==> config.mk <==
export PLATFORM = sky130hd
export DESIGN_NAME = ptu_top
export DESIGN_NICKNAME = d
export VERILOG_FILES = /design/src/hdl/ptu_pkg.sv /design/src/hdl/ptu_top.sv
export SDC_FILE = /design/constraint.sdc
export NUM_CORES = 2
export LEC_CHECK = 0
export BUFFER_PORTS_ARGS = -buffer_cell sky130_fd_sc_hd__buf_2
export CAP_MARGIN = 20
export CORE_MARGIN = 2
export CORE_UTILIZATION = 40
export CTS_CLUSTER_DIAMETER = 200
export DETAILED_ROUTE_END_ITERATION = 8
export GPL_TIMING_DRIVEN = 0
export PLACE_DENSITY_LB_ADDON = 0.15
export SYNTH_ARGS = -nofsm -noshare
export SYNTH_HDL_FRONTEND = slang
export SYNTH_SLANG_ARGS = --single-unit
==> constraint.sdc <==
create_clock -name i_clk_sys -period 8 [get_ports i_clk_sys]
set_clock_uncertainty 0.1 [all_clocks]
set_input_delay 0.4 -clock i_clk_sys [delete_from_list [all_inputs] [get_ports i_clk_sys]]
set_output_delay 0.4 -clock i_clk_sys [all_outputs]
set_load 0.05 [all_outputs]
==> src/hdl/ptu_pkg.sv <==
// Shared constants and types of the page translation unit
package ptu_pkg;
    // Page entry fields
    localparam int BIT_PRESENT  = 0;
    localparam int BIT_WRITE    = 1;
    localparam int BIT_USER     = 2;
    localparam int BIT_ACCESSED = 5;
    localparam int BIT_DIRTY    = 6;
    localparam int PAGE_BITS    = 12;
    localparam int DIR_LO       = 22;
    localparam int TBL_LO       = 12;
    localparam int IDX_BITS     = 10;
    // Translation cache shape
    localparam int TLB_WAYS     = 4;
    localparam int TLB_ENTRIES  = 32;
    // Privilege level treated as user
    localparam logic [1:0] USER_CPL = 2'h3;
    // Exception vector of every page fault
    localparam logic [7:0] VEC_PAGE_FAULT = 8'h0E;
    // Error code bit positions
    localparam int ERR_PROT  = 0;
    localparam int ERR_WRITE = 1;
    localparam int ERR_USER  = 2;
    // Register byte offsets
    localparam logic [11:0] OFS_DIR_BASE   = 12'h000;
    localparam logic [11:0] OFS_FAULT_ADDR = 12'h004;
    localparam logic [11:0] OFS_ERR_CODE   = 12'h008;
    localparam logic [11:0] OFS_FAULT_IP   = 12'h00C;
    localparam logic [11:0] OFS_STATUS     = 12'h010;
    // Reset values
    localparam logic [31:0] RST_WORD = 32'h0000_0000;
    // Walk sequencer states
    typedef enum logic [2:0] {
        ST_IDLE, ST_LOOK, ST_PDE_RD, ST_PDE_WR, ST_PTE_RD, ST_PTE_WR
    } ptu_state_t;
endpackage : ptu_pkg

==> src/hdl/ptu_top.sv <==
// Page translation unit: translation cache, table walker, protection, APB registers
`timescale 1ns/1ps
////////////////////////////////////////////////////////////////////////////////
module ptu_top #(
    parameter int NUM_SETS = 8                   // Sets of four ways
) (
    input  wire logic        i_clk_sys,          // System clock
    input  wire logic        i_rst,              // Synchronous reset, high
    input  wire logic        i_ce,               // Clock enable, freezes all state
    input  wire logic        i_psel,             // APB select
    input  wire logic        i_penable,          // APB enable
    input  wire logic        i_pwrite,           // APB write
    input  wire logic [11:0] i_paddr,            // APB byte address
    input  wire logic [31:0] i_pwdata,           // APB write data
    output logic      [31:0] o_prdata,           // APB read data
    output logic             o_pready,           // APB ready
    output logic             o_pslverr,          // APB error on unmapped address
    input  wire logic        i_req_valid,        // Linear access request
    output logic             o_req_ready,        // Request taken
    input  wire logic [31:0] i_lin_addr,         // Linear address
    input  wire logic        i_req_write,        // 1 write, 0 read
    input  wire logic [1:0]  i_cpl,              // Current privilege level
    input  wire logic        i_desc_access,      // Descriptor-table access
    input  wire logic [47:0] i_instr_ptr,        // Pointer of requesting instruction
    output logic             o_done,             // Translation done, pulse
    output logic      [31:0] o_phys_addr,        // Physical address
    output logic             o_fault,            // Page fault, pulse
    output logic      [7:0]  o_fault_vec,        // Exception vector
    output logic      [15:0] o_err_code,         // Error code to push
    output logic      [47:0] o_fault_ret,        // fault_return_pointer
    input  wire logic        i_task_sw,          // Task switch reload strobe
    input  wire logic [31:0] i_task_dir_base,    // New directory base
    output logic             o_mem_req,          // Table bus request
    output logic             o_mem_we,           // Table bus write
    output logic             o_mem_lock,         // Bus lock
    output logic      [31:0] o_mem_addr,         // Table bus address
    output logic      [31:0] o_mem_wdata,        // Table bus write data
    input  wire logic        i_mem_ack,          // Bus cycle complete
    input  wire logic [31:0] i_mem_rdata         // Bus read data
);
    import ptu_pkg::*;

    localparam int SW = $clog2(NUM_SETS);
    localparam int TW = 20 - SW;

    initial begin
        if (NUM_SETS < 2 || (1 << SW) != NUM_SETS || NUM_SETS * TLB_WAYS != TLB_ENTRIES)
            $error("ptu_top: NUM_SETS must make a four-way 32-entry cache");
    end

    ////////////////////////////////////////////////////////////////////////////
    // Helpers

    // Numerically smaller rights pair is the more restrictive one
    function automatic logic [1:0] min_rights(input logic [1:0] a, input logic [1:0] b);
        min_rights = (a < b) ? a : b;
    endfunction : min_rights

    // Rights pair is {user, write}; supervisors pass unchecked
    function automatic logic rights_ok(input logic [1:0] r, input logic usr,
                                       input logic wr);
        rights_ok = !usr || (r[1] && (r[0] || !wr));
    endfunction : rights_ok

    // Tree pseudo-LRU victim
    function automatic logic [1:0] plru_victim(input logic [2:0] t);
        plru_victim = t[0] ? {1'b1, t[2]} : {1'b0, t[1]};
    endfunction : plru_victim

    // Point the tree away from the way just used
    function automatic logic [2:0] plru_touch(input logic [2:0] t, input logic [1:0] w);
        logic [2:0] n;
        n = t;
        n[0] = !w[1];
        if (w[1])
            n[2] = !w[0];
        else
            n[1] = !w[0];
        plru_touch = n;
    endfunction : plru_touch

    ////////////////////////////////////////////////////////////////////////////
    // State

    ptu_state_t  state_q, state_d;
    logic [31:0] lin_q;
    logic        wr_q, usr_q, desc_q;
    logic [47:0] ip_q;
    logic [31:0] pde_q;
    logic [31:0] dir_base_q;
    logic        stale_q;
    logic        flush;

    logic [TW-1:0] tag_q    [NUM_SETS][TLB_WAYS];
    logic [19:0]   frame_q  [NUM_SETS][TLB_WAYS];
    logic [1:0]    rights_q [NUM_SETS][TLB_WAYS];
    logic          dirty_q  [NUM_SETS][TLB_WAYS];
    logic          valid_q  [NUM_SETS][TLB_WAYS];
    logic [2:0]    plru_q   [NUM_SETS];

    logic [SW-1:0] set_idx;
    logic [TW-1:0] tag_in;
    logic          hit;
    logic [1:0]    hit_way, fill_way;
    logic [1:0]    eff_rights;
    logic          fire_done, fire_fault, fault_prot, fill;
    logic [31:0]   phys_d;
    logic          mem_load;
    logic [31:0]   mem_addr_d, mem_wdata_d;
    logic          mem_we_d;
    logic [31:0]   pte_w;

    // Upper 20 bits split into set index and tag
    assign set_idx = lin_q[PAGE_BITS +: SW];
    assign tag_in  = lin_q[31 -: TW];

    ////////////////////////////////////////////////////////////////////////////
    // Cache lookup across all ways of the set, plus victim choice

    always_comb begin
        hit      = 1'b0;
        hit_way  = 2'h0;
        fill_way = plru_victim(plru_q[set_idx]);
        for (int w = TLB_WAYS - 1; w >= 0; w--) begin
            if (valid_q[set_idx][w] && tag_q[set_idx][w] == tag_in) begin
                hit     = 1'b1;
                hit_way = w[1:0];
            end
            if (!valid_q[set_idx][w])
                fill_way = w[1:0];
        end
        // Refill a hit way in place so one tag never sits in two ways
        if (hit)
            fill_way = hit_way;
    end

    // Directory rights cover the table, table rights the one page
    assign eff_rights = min_rights({pde_q[BIT_USER], pde_q[BIT_WRITE]},
                                   {i_mem_rdata[BIT_USER], i_mem_rdata[BIT_WRITE]});

    // Table entry at the fill edge; the data flop is only loaded at that same edge
    assign pte_w = (state_q == ST_PTE_RD) ? i_mem_rdata : o_mem_wdata;

    ////////////////////////////////////////////////////////////////////////////
    // Walk sequencer, next state and actions

    always_comb begin
        state_d     = state_q;
        fire_done   = 1'b0;
        fire_fault  = 1'b0;
        fault_prot  = 1'b0;
        fill        = 1'b0;
        phys_d      = {frame_q[set_idx][hit_way], lin_q[PAGE_BITS-1:0]};
        mem_load    = 1'b0;
        mem_we_d    = 1'b0;
        mem_wdata_d = i_mem_rdata;
        mem_addr_d  = {dir_base_q[31:PAGE_BITS], lin_q[31:DIR_LO], 2'h0};
        case (state_q)
            ST_IDLE: begin
                if (i_req_valid)
                    state_d = ST_LOOK;
            end
            ST_LOOK: begin
                mem_load = 1'b1;
                if (!hit) begin
                    state_d = ST_PDE_RD;
                end else if (!rights_ok(rights_q[set_idx][hit_way], usr_q, wr_q)) begin
                    fire_fault = 1'b1;
                    fault_prot = 1'b1;
                    state_d    = ST_IDLE;
                end else if (wr_q && !dirty_q[set_idx][hit_way]) begin
                    state_d = ST_PDE_RD; // First write must still mark the page dirty
                end else begin
                    fire_done = 1'b1;
                    state_d   = ST_IDLE;
                end
            end
            ST_PDE_RD: begin
                if (i_mem_ack) begin
                    mem_load = 1'b1;
                    if (!i_mem_rdata[BIT_PRESENT]) begin
                        fire_fault = 1'b1;
                        state_d    = ST_IDLE;
                    end else if (!i_mem_rdata[BIT_ACCESSED]) begin
                        mem_we_d    = 1'b1;
                        mem_addr_d  = o_mem_addr;
                        mem_wdata_d = i_mem_rdata | (32'h1 << BIT_ACCESSED);
                        state_d     = ST_PDE_WR;
                    end else begin
                        mem_addr_d = {i_mem_rdata[31:PAGE_BITS], lin_q[DIR_LO-1:TBL_LO], 2'h0};
                        state_d    = ST_PTE_RD;
                    end
                end
            end
            ST_PDE_WR: begin
                if (i_mem_ack) begin
                    mem_load   = 1'b1;
                    mem_addr_d = {pde_q[31:PAGE_BITS], lin_q[DIR_LO-1:TBL_LO], 2'h0};
                    state_d    = ST_PTE_RD;
                end
            end
            ST_PTE_RD: begin
                phys_d = {i_mem_rdata[31:PAGE_BITS], lin_q[PAGE_BITS-1:0]};
                if (i_mem_ack) begin
                    mem_load = 1'b1;
                    if (!i_mem_rdata[BIT_PRESENT]) begin
                        fire_fault = 1'b1;
                        state_d    = ST_IDLE;
                    end else if (!rights_ok(eff_rights, usr_q, wr_q)) begin
                        fire_fault = 1'b1;
                        fault_prot = 1'b1;
                        state_d    = ST_IDLE;
                    end else if (!i_mem_rdata[BIT_ACCESSED] ||
                                 (wr_q && !i_mem_rdata[BIT_DIRTY])) begin
                        mem_we_d    = 1'b1;
                        mem_addr_d  = o_mem_addr;
                        mem_wdata_d = i_mem_rdata | (32'h1 << BIT_ACCESSED)
                                      | ({31'h0, wr_q} << BIT_DIRTY);
                        state_d     = ST_PTE_WR;
                    end else begin
                        fire_done = 1'b1;
                        fill      = 1'b1;
                        state_d   = ST_IDLE;
                    end
                end
            end
            ST_PTE_WR: begin
                phys_d = {o_mem_wdata[31:PAGE_BITS], lin_q[PAGE_BITS-1:0]};
                if (i_mem_ack) begin
                    fire_done = 1'b1;
                    fill      = 1'b1;
                    state_d   = ST_IDLE;
                end
            end
            default: state_d = ST_IDLE;
        endcase
    end

    // Request is taken only while idle; the walker serves one access at a time
    assign o_req_ready = (state_q == ST_IDLE) && i_ce;
    // Lock spans each read and its write back, so no master slips in between
    assign o_mem_req   = (state_q == ST_PDE_RD) || (state_q == ST_PDE_WR) ||
                         (state_q == ST_PTE_RD) || (state_q == ST_PTE_WR);
    assign o_mem_lock  = o_mem_req;

    ////////////////////////////////////////////////////////////////////////////
    // Sequencer registers and captured request

    always_ff @(posedge i_clk_sys) begin
        if (i_rst) begin
            state_q <= ST_IDLE;
            lin_q   <= RST_WORD;
            wr_q    <= 1'b0;
            usr_q   <= 1'b0;
            desc_q  <= 1'b0;
            ip_q    <= '0;
            pde_q   <= RST_WORD;
        end else if (i_ce) begin
            state_q <= state_d;
            if (state_q == ST_IDLE && i_req_valid) begin
                lin_q  <= i_lin_addr;
                wr_q   <= i_req_write;
                usr_q  <= (i_cpl == USER_CPL);
                desc_q <= i_desc_access;
                ip_q   <= i_instr_ptr;
            end
            if (state_q == ST_PDE_RD && i_mem_ack)
                pde_q <= i_mem_rdata;
        end
    end

    // Table bus address and data come from flops
    always_ff @(posedge i_clk_sys) begin
        if (i_rst) begin
            o_mem_addr  <= RST_WORD;
            o_mem_wdata <= RST_WORD;
            o_mem_we    <= 1'b0;
        end else if (i_ce && mem_load) begin
            o_mem_addr  <= mem_addr_d;
            o_mem_wdata <= mem_wdata_d;
            o_mem_we    <= mem_we_d;
        end
    end

    ////////////////////////////////////////////////////////////////////////////
    // Translation cache storage; flush wins over a fill in the same cycle

    always_ff @(posedge i_clk_sys) begin
        if (i_rst) begin
            for (int s = 0; s < NUM_SETS; s++) begin
                plru_q[s] <= 3'h0;
                for (int w = 0; w < TLB_WAYS; w++)
                    valid_q[s][w] <= 1'b0;
            end
        end else if (i_ce) begin
            if (flush) begin
                for (int s = 0; s < NUM_SETS; s++)
                    for (int w = 0; w < TLB_WAYS; w++)
                        valid_q[s][w] <= 1'b0;
            end else if (fill && !stale_q) begin
                valid_q[set_idx][fill_way]  <= 1'b1;
                tag_q[set_idx][fill_way]    <= tag_in;
                frame_q[set_idx][fill_way]  <= phys_d[31:PAGE_BITS];
                rights_q[set_idx][fill_way] <= min_rights(
                    {pde_q[BIT_USER], pde_q[BIT_WRITE]},
                    {pte_w[BIT_USER], pte_w[BIT_WRITE]});
                dirty_q[set_idx][fill_way]  <= wr_q || pte_w[BIT_DIRTY];
                plru_q[set_idx] <= plru_touch(plru_q[set_idx], fill_way);
            end else if (state_q == ST_LOOK && hit) begin
                plru_q[set_idx] <= plru_touch(plru_q[set_idx], hit_way);
            end
        end
    end

    // A flush during a walk marks its result stale so it is never cached
    always_ff @(posedge i_clk_sys) begin
        if (i_rst)
            stale_q <= 1'b0;
        else if (i_ce) begin
            if (flush && state_q != ST_IDLE)
                stale_q <= 1'b1;
            else if (state_q == ST_IDLE)
                stale_q <= 1'b0;
        end
    end

    ////////////////////////////////////////////////////////////////////////////
    // Result and fault outputs

    always_ff @(posedge i_clk_sys) begin
        if (i_rst) begin
            o_done      <= 1'b0;
            o_fault     <= 1'b0;
            o_phys_addr <= RST_WORD;
            o_fault_vec <= VEC_PAGE_FAULT;
            o_err_code  <= 16'h0000;
            o_fault_ret <= '0;
        end else if (i_ce) begin
            o_done  <= fire_done;
            o_fault <= fire_fault;
            if (fire_done)
                o_phys_addr <= phys_d;
            if (fire_fault) begin
                // Nested faults while entering the handler still vector here
                o_fault_vec <= VEC_PAGE_FAULT;
                o_err_code  <= (16'(fault_prot) << ERR_PROT)
                             | (16'(wr_q) << ERR_WRITE)
                             | (16'(usr_q && !desc_q) << ERR_USER);
                o_fault_ret <= ip_q;
            end
        end
    end

    ////////////////////////////////////////////////////////////////////////////
    // Register file over APB

    logic [31:0] fault_addr_q;
    logic [7:0]  fault_cnt_q;
    logic        apb_wr, apb_hit;

    assign apb_wr = i_psel && i_penable && i_pwrite && i_ce;
    assign flush  = (apb_wr && i_paddr == OFS_DIR_BASE) || i_task_sw;

    // Directory base: low 12 bits always read as zero
    always_ff @(posedge i_clk_sys) begin
        if (i_rst)
            dir_base_q <= RST_WORD;
        else if (i_ce) begin
            if (i_task_sw)
                dir_base_q <= {i_task_dir_base[31:PAGE_BITS], 12'h000};
            else if (apb_wr && i_paddr == OFS_DIR_BASE)
                dir_base_q <= {i_pwdata[31:PAGE_BITS], 12'h000};
        end
    end

    // Faulting linear address and a wrapping fault counter
    always_ff @(posedge i_clk_sys) begin
        if (i_rst) begin
            fault_addr_q <= RST_WORD;
            fault_cnt_q  <= 8'h00;
        end else if (i_ce && fire_fault) begin
            fault_addr_q <= lin_q;
            fault_cnt_q  <= fault_cnt_q + 8'h01;
        end
    end

    // Zero-wait slave while the clock enable is high; unmapped addresses answer with an error
    always_comb begin
        apb_hit  = 1'b1;
        o_prdata = 32'h0000_0000;
        case (i_paddr)
            OFS_DIR_BASE:   o_prdata = dir_base_q;
            OFS_FAULT_ADDR: o_prdata = fault_addr_q;
            OFS_ERR_CODE:   o_prdata = {16'h0000, o_err_code};
            OFS_FAULT_IP:   o_prdata = o_fault_ret[31:0];
            OFS_STATUS:     o_prdata = {23'h0, fault_cnt_q, state_q != ST_IDLE};
            default:        apb_hit  = 1'b0;
        endcase
    end

    assign o_pready  = i_ce;
    assign o_pslverr = i_psel && i_penable && !apb_hit;

endmodule : ptu_top

Yosys cells after proc, flatten, opt, wreduce, memory -nomap -nowiden. Memories as Yosys holds them, arrays and structs flattened. A register that Yosys moved wholly into a read port is not among the register bits. Cells that the tools add are included.

Bitwise gates (word level): 38. Order comparisons: 5. Multiplexer cells: 195. Equal/unequal tests: 21. Reductions and logical operators: 62. Add/sub/neg operators: 1.

Operator list (count): $mux W32 (14); $pmux W32 S5 (1); $pmux W32 S2 (2); $mux W1 (106); $pmux W32 S3 (1); $mux W80 (1); $mux W3 (26); $eq A17 B17 Y1 (4); $mux W68 (1); $mux W20 (3); $bmux W20 S2 (1); $demux W20 S2 (1); $mux W2 (18); $demux W17 S2 (1); $or A1 B1 Y1 (33); $or A32 B7 Y32 (1); $eq A12 B4 Y1 const B (2); $logic_and A1 B1 Y1 (23); $pmux W3 S6 (1); $mux W17 (1); $eq A12 B3 Y1 const B (1); $eq A12 B5 Y1 const B (1); $logic_not A1 Y1 (12); $logic_not A12 Y1 (1); other kinds (34) (66).

Input bits: 201. Memories: 6. Bits in registers: 354. Output and inout bits: 208. Bits in writable memories: 1336.

Memory list: frame_q (depth 8, bits a word 80, read ports 1, clocked after memory_dff 1, wr ports 1, RTL line ptu_top.sv:95) `logic [19:0] frame_q [NUM_SETS][TLB_WAYS];`; tag_q (depth 8, bits a word 68, read ports 1, clocked after memory_dff 1, wr ports 1, RTL line ptu_top.sv:94) `logic [TW-1:0] tag_q [NUM_SETS][TLB_WAYS];`; rights_q (depth 8, bits a word 8, read ports 1, clocked after memory_dff 1, wr ports 1, RTL line ptu_top.sv:96) `logic [1:0] rights_q [NUM_SETS][TLB_WAYS];`; dirty_q (depth 8, bits a word 4, read ports 1, clocked after memory_dff 1, wr ports 1, RTL line ptu_top.sv:97) `logic dirty_q [NUM_SETS][TLB_WAYS];`; valid_q (depth 8, bits a word 4, read ports 1, clocked after memory_dff 1, wr ports 8, RTL line ptu_top.sv:98) `logic valid_q [NUM_SETS][TLB_WAYS];`; plru_q (depth 8, bits a word 3, read ports 1, clocked after memory_dff 1, wr ports 8, RTL line ptu_top.sv:99) `logic [2:0] plru_q [NUM_SETS];`.

Depth between registers and ports, before layout.
Depth in word-level cells: 18. Mapped depth: 19. Depth with buffers taken out: 13.

Worst setup path before layout. No wires, ideal clock.

Path kind: register to register. From: register (tool-made name). To: memory dirty_q[7][0] (netlist name), enable pin. Path slack: 2070 ps. Required time: 7461 ps. Stages on the path, launching flop included: 17. Path buffers: 8. Library setup time: 439 ps. Period minus slack after synthesis: 5930 ps. Arrival time: 5391 ps. Path through: dfxtp_1 > buf_4 > buf_6 > buf_6 > buf_4 > buf_4 > buf_6 > buf_2 > mux4_2 > mux2i_1 > mux2i_1 > o21ai_0 > a21oi_1 > a21oi_1 > or4_1 > clkbuf_1 > nor2_1.

RTL lines (RTL line): end: declaration (ptu_top.sv:97).

==> impl_metrics.json <==
{
  "finalCritPeriodShare_pct": 92.38,
  "drt_iter0_drc": 5152,
  "synthCells": 4221,
  "min_from": "i_cpl[0]",
  "drive_gt1_share_pct": 24.58,
  "grt_usage_pct": 25.42,
  "cts_tree": "done",
  "clock-root-buffer": "clkbuf_16",
  "slew_headroom_pct": 21.44,
  "hold_slack_ns": 0.06552,
  "htree_num_levels": 4,
  "clkSinkCount": 1656,
  "numCtsBuffers": 168,
  "worstMarginPinSlew_ns": 1.178,
  "layout_common_cells": "1304 x edfxtp_1, 390 x buf_2, 383 x nand2_1",
  "critPathKind": "flop to flop",
  "drc": 0,
  "vias": 41888,
  "fin_nets": 5233,
  "max_freq_mhz": 135.3,
  "rows": 149,
  "clock_latency_ns": 0.81,
  "cts_setup_buffers": 0,
  "rrSetupSlack_ns": 0.61,
  "wl_per_cell_um": 29.62,
  "max-cap-violations": 0,
  "hold_viol": 0,
  "antenna_found_initial": 5,
  "ys_warn_count": 0,
  "die_area_mm2": 0.1688,
  "ys_seq_elements": 1656,
  "hold_class": "input pin to flop",
  "die_x_um": 410.9,
  "synth_edf_count": 1304,
  "fp.dieH_um": 410.9,
  "seq_area_frac_synth_pct": 69.77,
  "final_antenna_net_count": 0,
  "grt_max_degree": 34,
  "gp_congestion": 0.9628,
  "crit_arrival_ns": 7.93,
  "core_mm2": 0.1646,
  "ctsResizeCount": 0,
  "start_util_pct": 40.23,
  "synth.avg_cell_area_um2": 15.69,
  "first_pass_iters": 5,
  "final_common_cell": "edfxtp_1",
  "num-fill-cells": 13851,
  "p_per_area_mw_per_mm2": 237.0,
  "clock_path_buffers": 3,
  "p_leak_nw": 26.59,
  "viasPerCell": 5.688,
  "holdPathStages": 3,
  "grt_pass1_vias": 40799,
  "endpoint_kind": "flop",
  "clk_pin_slew_ns": 0.06,
  "yosys_most_used_dff": "edfxtp_1",
  "cp-start-kind": "flop",
  "synth.distinct_cells": 77,
  "async_flop_share_pct": 0,
  "ioPinCount": 409,
  "fin_tns_setup_ns": 0,
  "grt_pass1_wl_mm": 304.5,
  "min_period_ns": 7.390,
  "wl_mm": 218.1,
  "slew_viol_final": 0,
  "rsz0062_at_grt": "no",
  "io_buffers": 357,
  "place_hpwl_mm": 153.0,
  "required_ns": 8.54,
  "worstHoldEndpoint": "usr_q",
  "synthToLayoutAreaGrowth_pct": 21.77,
  "overflow": 0,
  "irDropWorstVdd_v": 0.0002326,
  "cp_max_fo": 20,
  "status": "finished, final reports clean",
  "setup_viol": 0,
  "syn_area_mm2": 0.06622,
  "rr_endpoint": "frame_q[5][6]",
  "worstRegToRegCells": 19
}
-- worst max-delay path: stages, from the launching register on --
cell      delay [ns]
dfxtp_1         0.39
buf_4           0.24
buf_2           0.38
buf_2           0.43
clkbuf_1        0.60
mux2i_1         0.31
a22oi_1         0.09
nand2_1         0.15
xor2_1          0.20
nand3_1         0.12
nor4_2          0.49
o211ai_2        0.33
buf_2           0.31
and2_1          0.22
buf_1           0.35
clkbuf_1        0.40
a22oi_1         0.59
o21ai_0         0.44
nor2_2          0.76
buf_8           0.27
-- state kept, by name (all words and copies together), names as in the netlist, 8 cells and up, named ones only --
signal        count
frame_q         640
tag_q           544
rights_q         64
ip_q             48
o_fault_ret      48
dirty_q          32
fault_addr_q     32
lin_q            32
o_mem_wdata      32
o_phys_addr      32
valid_q          32
o_mem_addr       30
plru_q           24
pde_q            22
dir_base_q       20
fault_cnt_q       8
-- through the flow --
stage | instance area, um^2 | power [mW] | worst slack [ns] | std cells | utilization [%]
after floorplan | 66300 | 10.37 | 2.070 | 4242 | -
after global placement | 70830 | 10.86 | -3.113 | 6788 | 43.02
after detailed placement | 73010 | 10.92 | 0.7444 | 6882 | 44.35
after CTS | 80330 | 19.21 | 0.7195 | 7346 | 48.80
after global routing | 80620 | 19.63 | 0.3752 | 7359 | 48.98
final | 80630 | 19.11 | 0.6099 | 7364 | 48.98
-- worst max-delay path by stage --
| stage | to | startpoint |
|---|---|---|
| 5_1_grt | frame_q[0][26] | flop |
| 3_5_place_dp | frame_q[6][6] | flop |
| 3_3_place_gp | frame_q[2][41] | flop |
| 4_1_cts | frame_q[0][26] | flop |
| 2_1_floorplan | dirty_q[7][0] | flop |
| 6_report | frame_q[5][6] | flop |
-- report_power, final --
group          internal, mW  switching (mW)  total (mW)
Combinational         0.471           0.916        1.39
Clock                  4.93            3.36        8.29
Sequential             9.37          0.0678        9.44
Total                  14.8            4.34        19.1
-- cell families after synthesis --
family | Yosys count | share of synthesized area (%)
buffers and inverters | 347 | 2.432
AO/OA/AOI/OAI | 707 | 6.747
AND/OR/NAND/NOR | 855 | 5.668
other | 2 | 0.01134
adder cells (fa/ha/maj) | 5 | 0.09447
XOR/XNOR | 59 | 0.7803
flip-flops | 1656 | 69.77
multiplexers | 590 | 14.49
-- area by class of cell --
type / instances / area [um^2] / area share (%)
clock buffers: 222 / 4716 / 5.848
well taps: 2189 / 2739 / 3.397
diodes: 5 / 12.51 / 0.01552
repair buffers: 615 / 5466 / 6.779
multi-input cells: 2239 / 18780 / 23.29
clock inverters: 91 / 1102 / 1.367
inverters: 18 / 67.56 / 0.08379
flip-flops and latches: 1656 / 46210 / 57.30
plain buffers: 329 / 1543 / 1.913
-- routing by layer --
layer	routed length (um)	GRT usage, %	share of wire, %	up-vias
met5	11	0	0.0050	-
met4	9281	10.57	4.3	2
met3	16380	4.618	7.5	359
met2	101500	40.35	47	1856
met1	90930	34.53	42	21678
li1	-	-	-	17993
-- what timing repair did --
item	CTS	global route
endpoints found under the hold margin	160	0
hold buffers	151	0
setup endpoints to repair	0	0
-- cells in the mapped netlist (13+ instances only) --
| library cell | n | share of area, % |
|---|---|---|
| a211oi_1 | 48 | 0.54 |
| a21o_1 | 19 | 0.22 |
| a21oi_1 | 253 | 1.9 |
| a22o_1 | 13 | 0.17 |
| a22oi_1 | 84 | 0.95 |
| a311oi_1 | 15 | 0.20 |
| buf_1 | 21 | 0.12 |
| buf_2 | 33 | 0.25 |
| buf_4 | 42 | 0.48 |
| buf_6 | 14 | 0.24 |
| clkbuf_1 | 218 | 1.2 |
| dfxtp_1 | 352 | 11 |
| edfxtp_1 | 1304 | 59 |
| inv_1 | 16 | 0.091 |
| mux2_2 | 91 | 1.5 |
| mux2i_1 | 213 | 3.2 |
| mux4_2 | 286 | 9.7 |
| nand2_1 | 383 | 2.2 |
| nand2b_1 | 15 | 0.14 |
| nand3_1 | 115 | 0.87 |
| nor2_1 | 213 | 1.2 |
| nor3_1 | 23 | 0.17 |
| nor4_1 | 17 | 0.16 |
| o211ai_1 | 33 | 0.37 |
| o21ai_0 | 143 | 1.1 |
| o21ai_1 | 15 | 0.11 |
| o22ai_1 | 24 | 0.23 |
| o41ai_2 | 14 | 0.34 |
| xnor2_1 | 49 | 0.65 |
(Power assumes the default switching activity.)
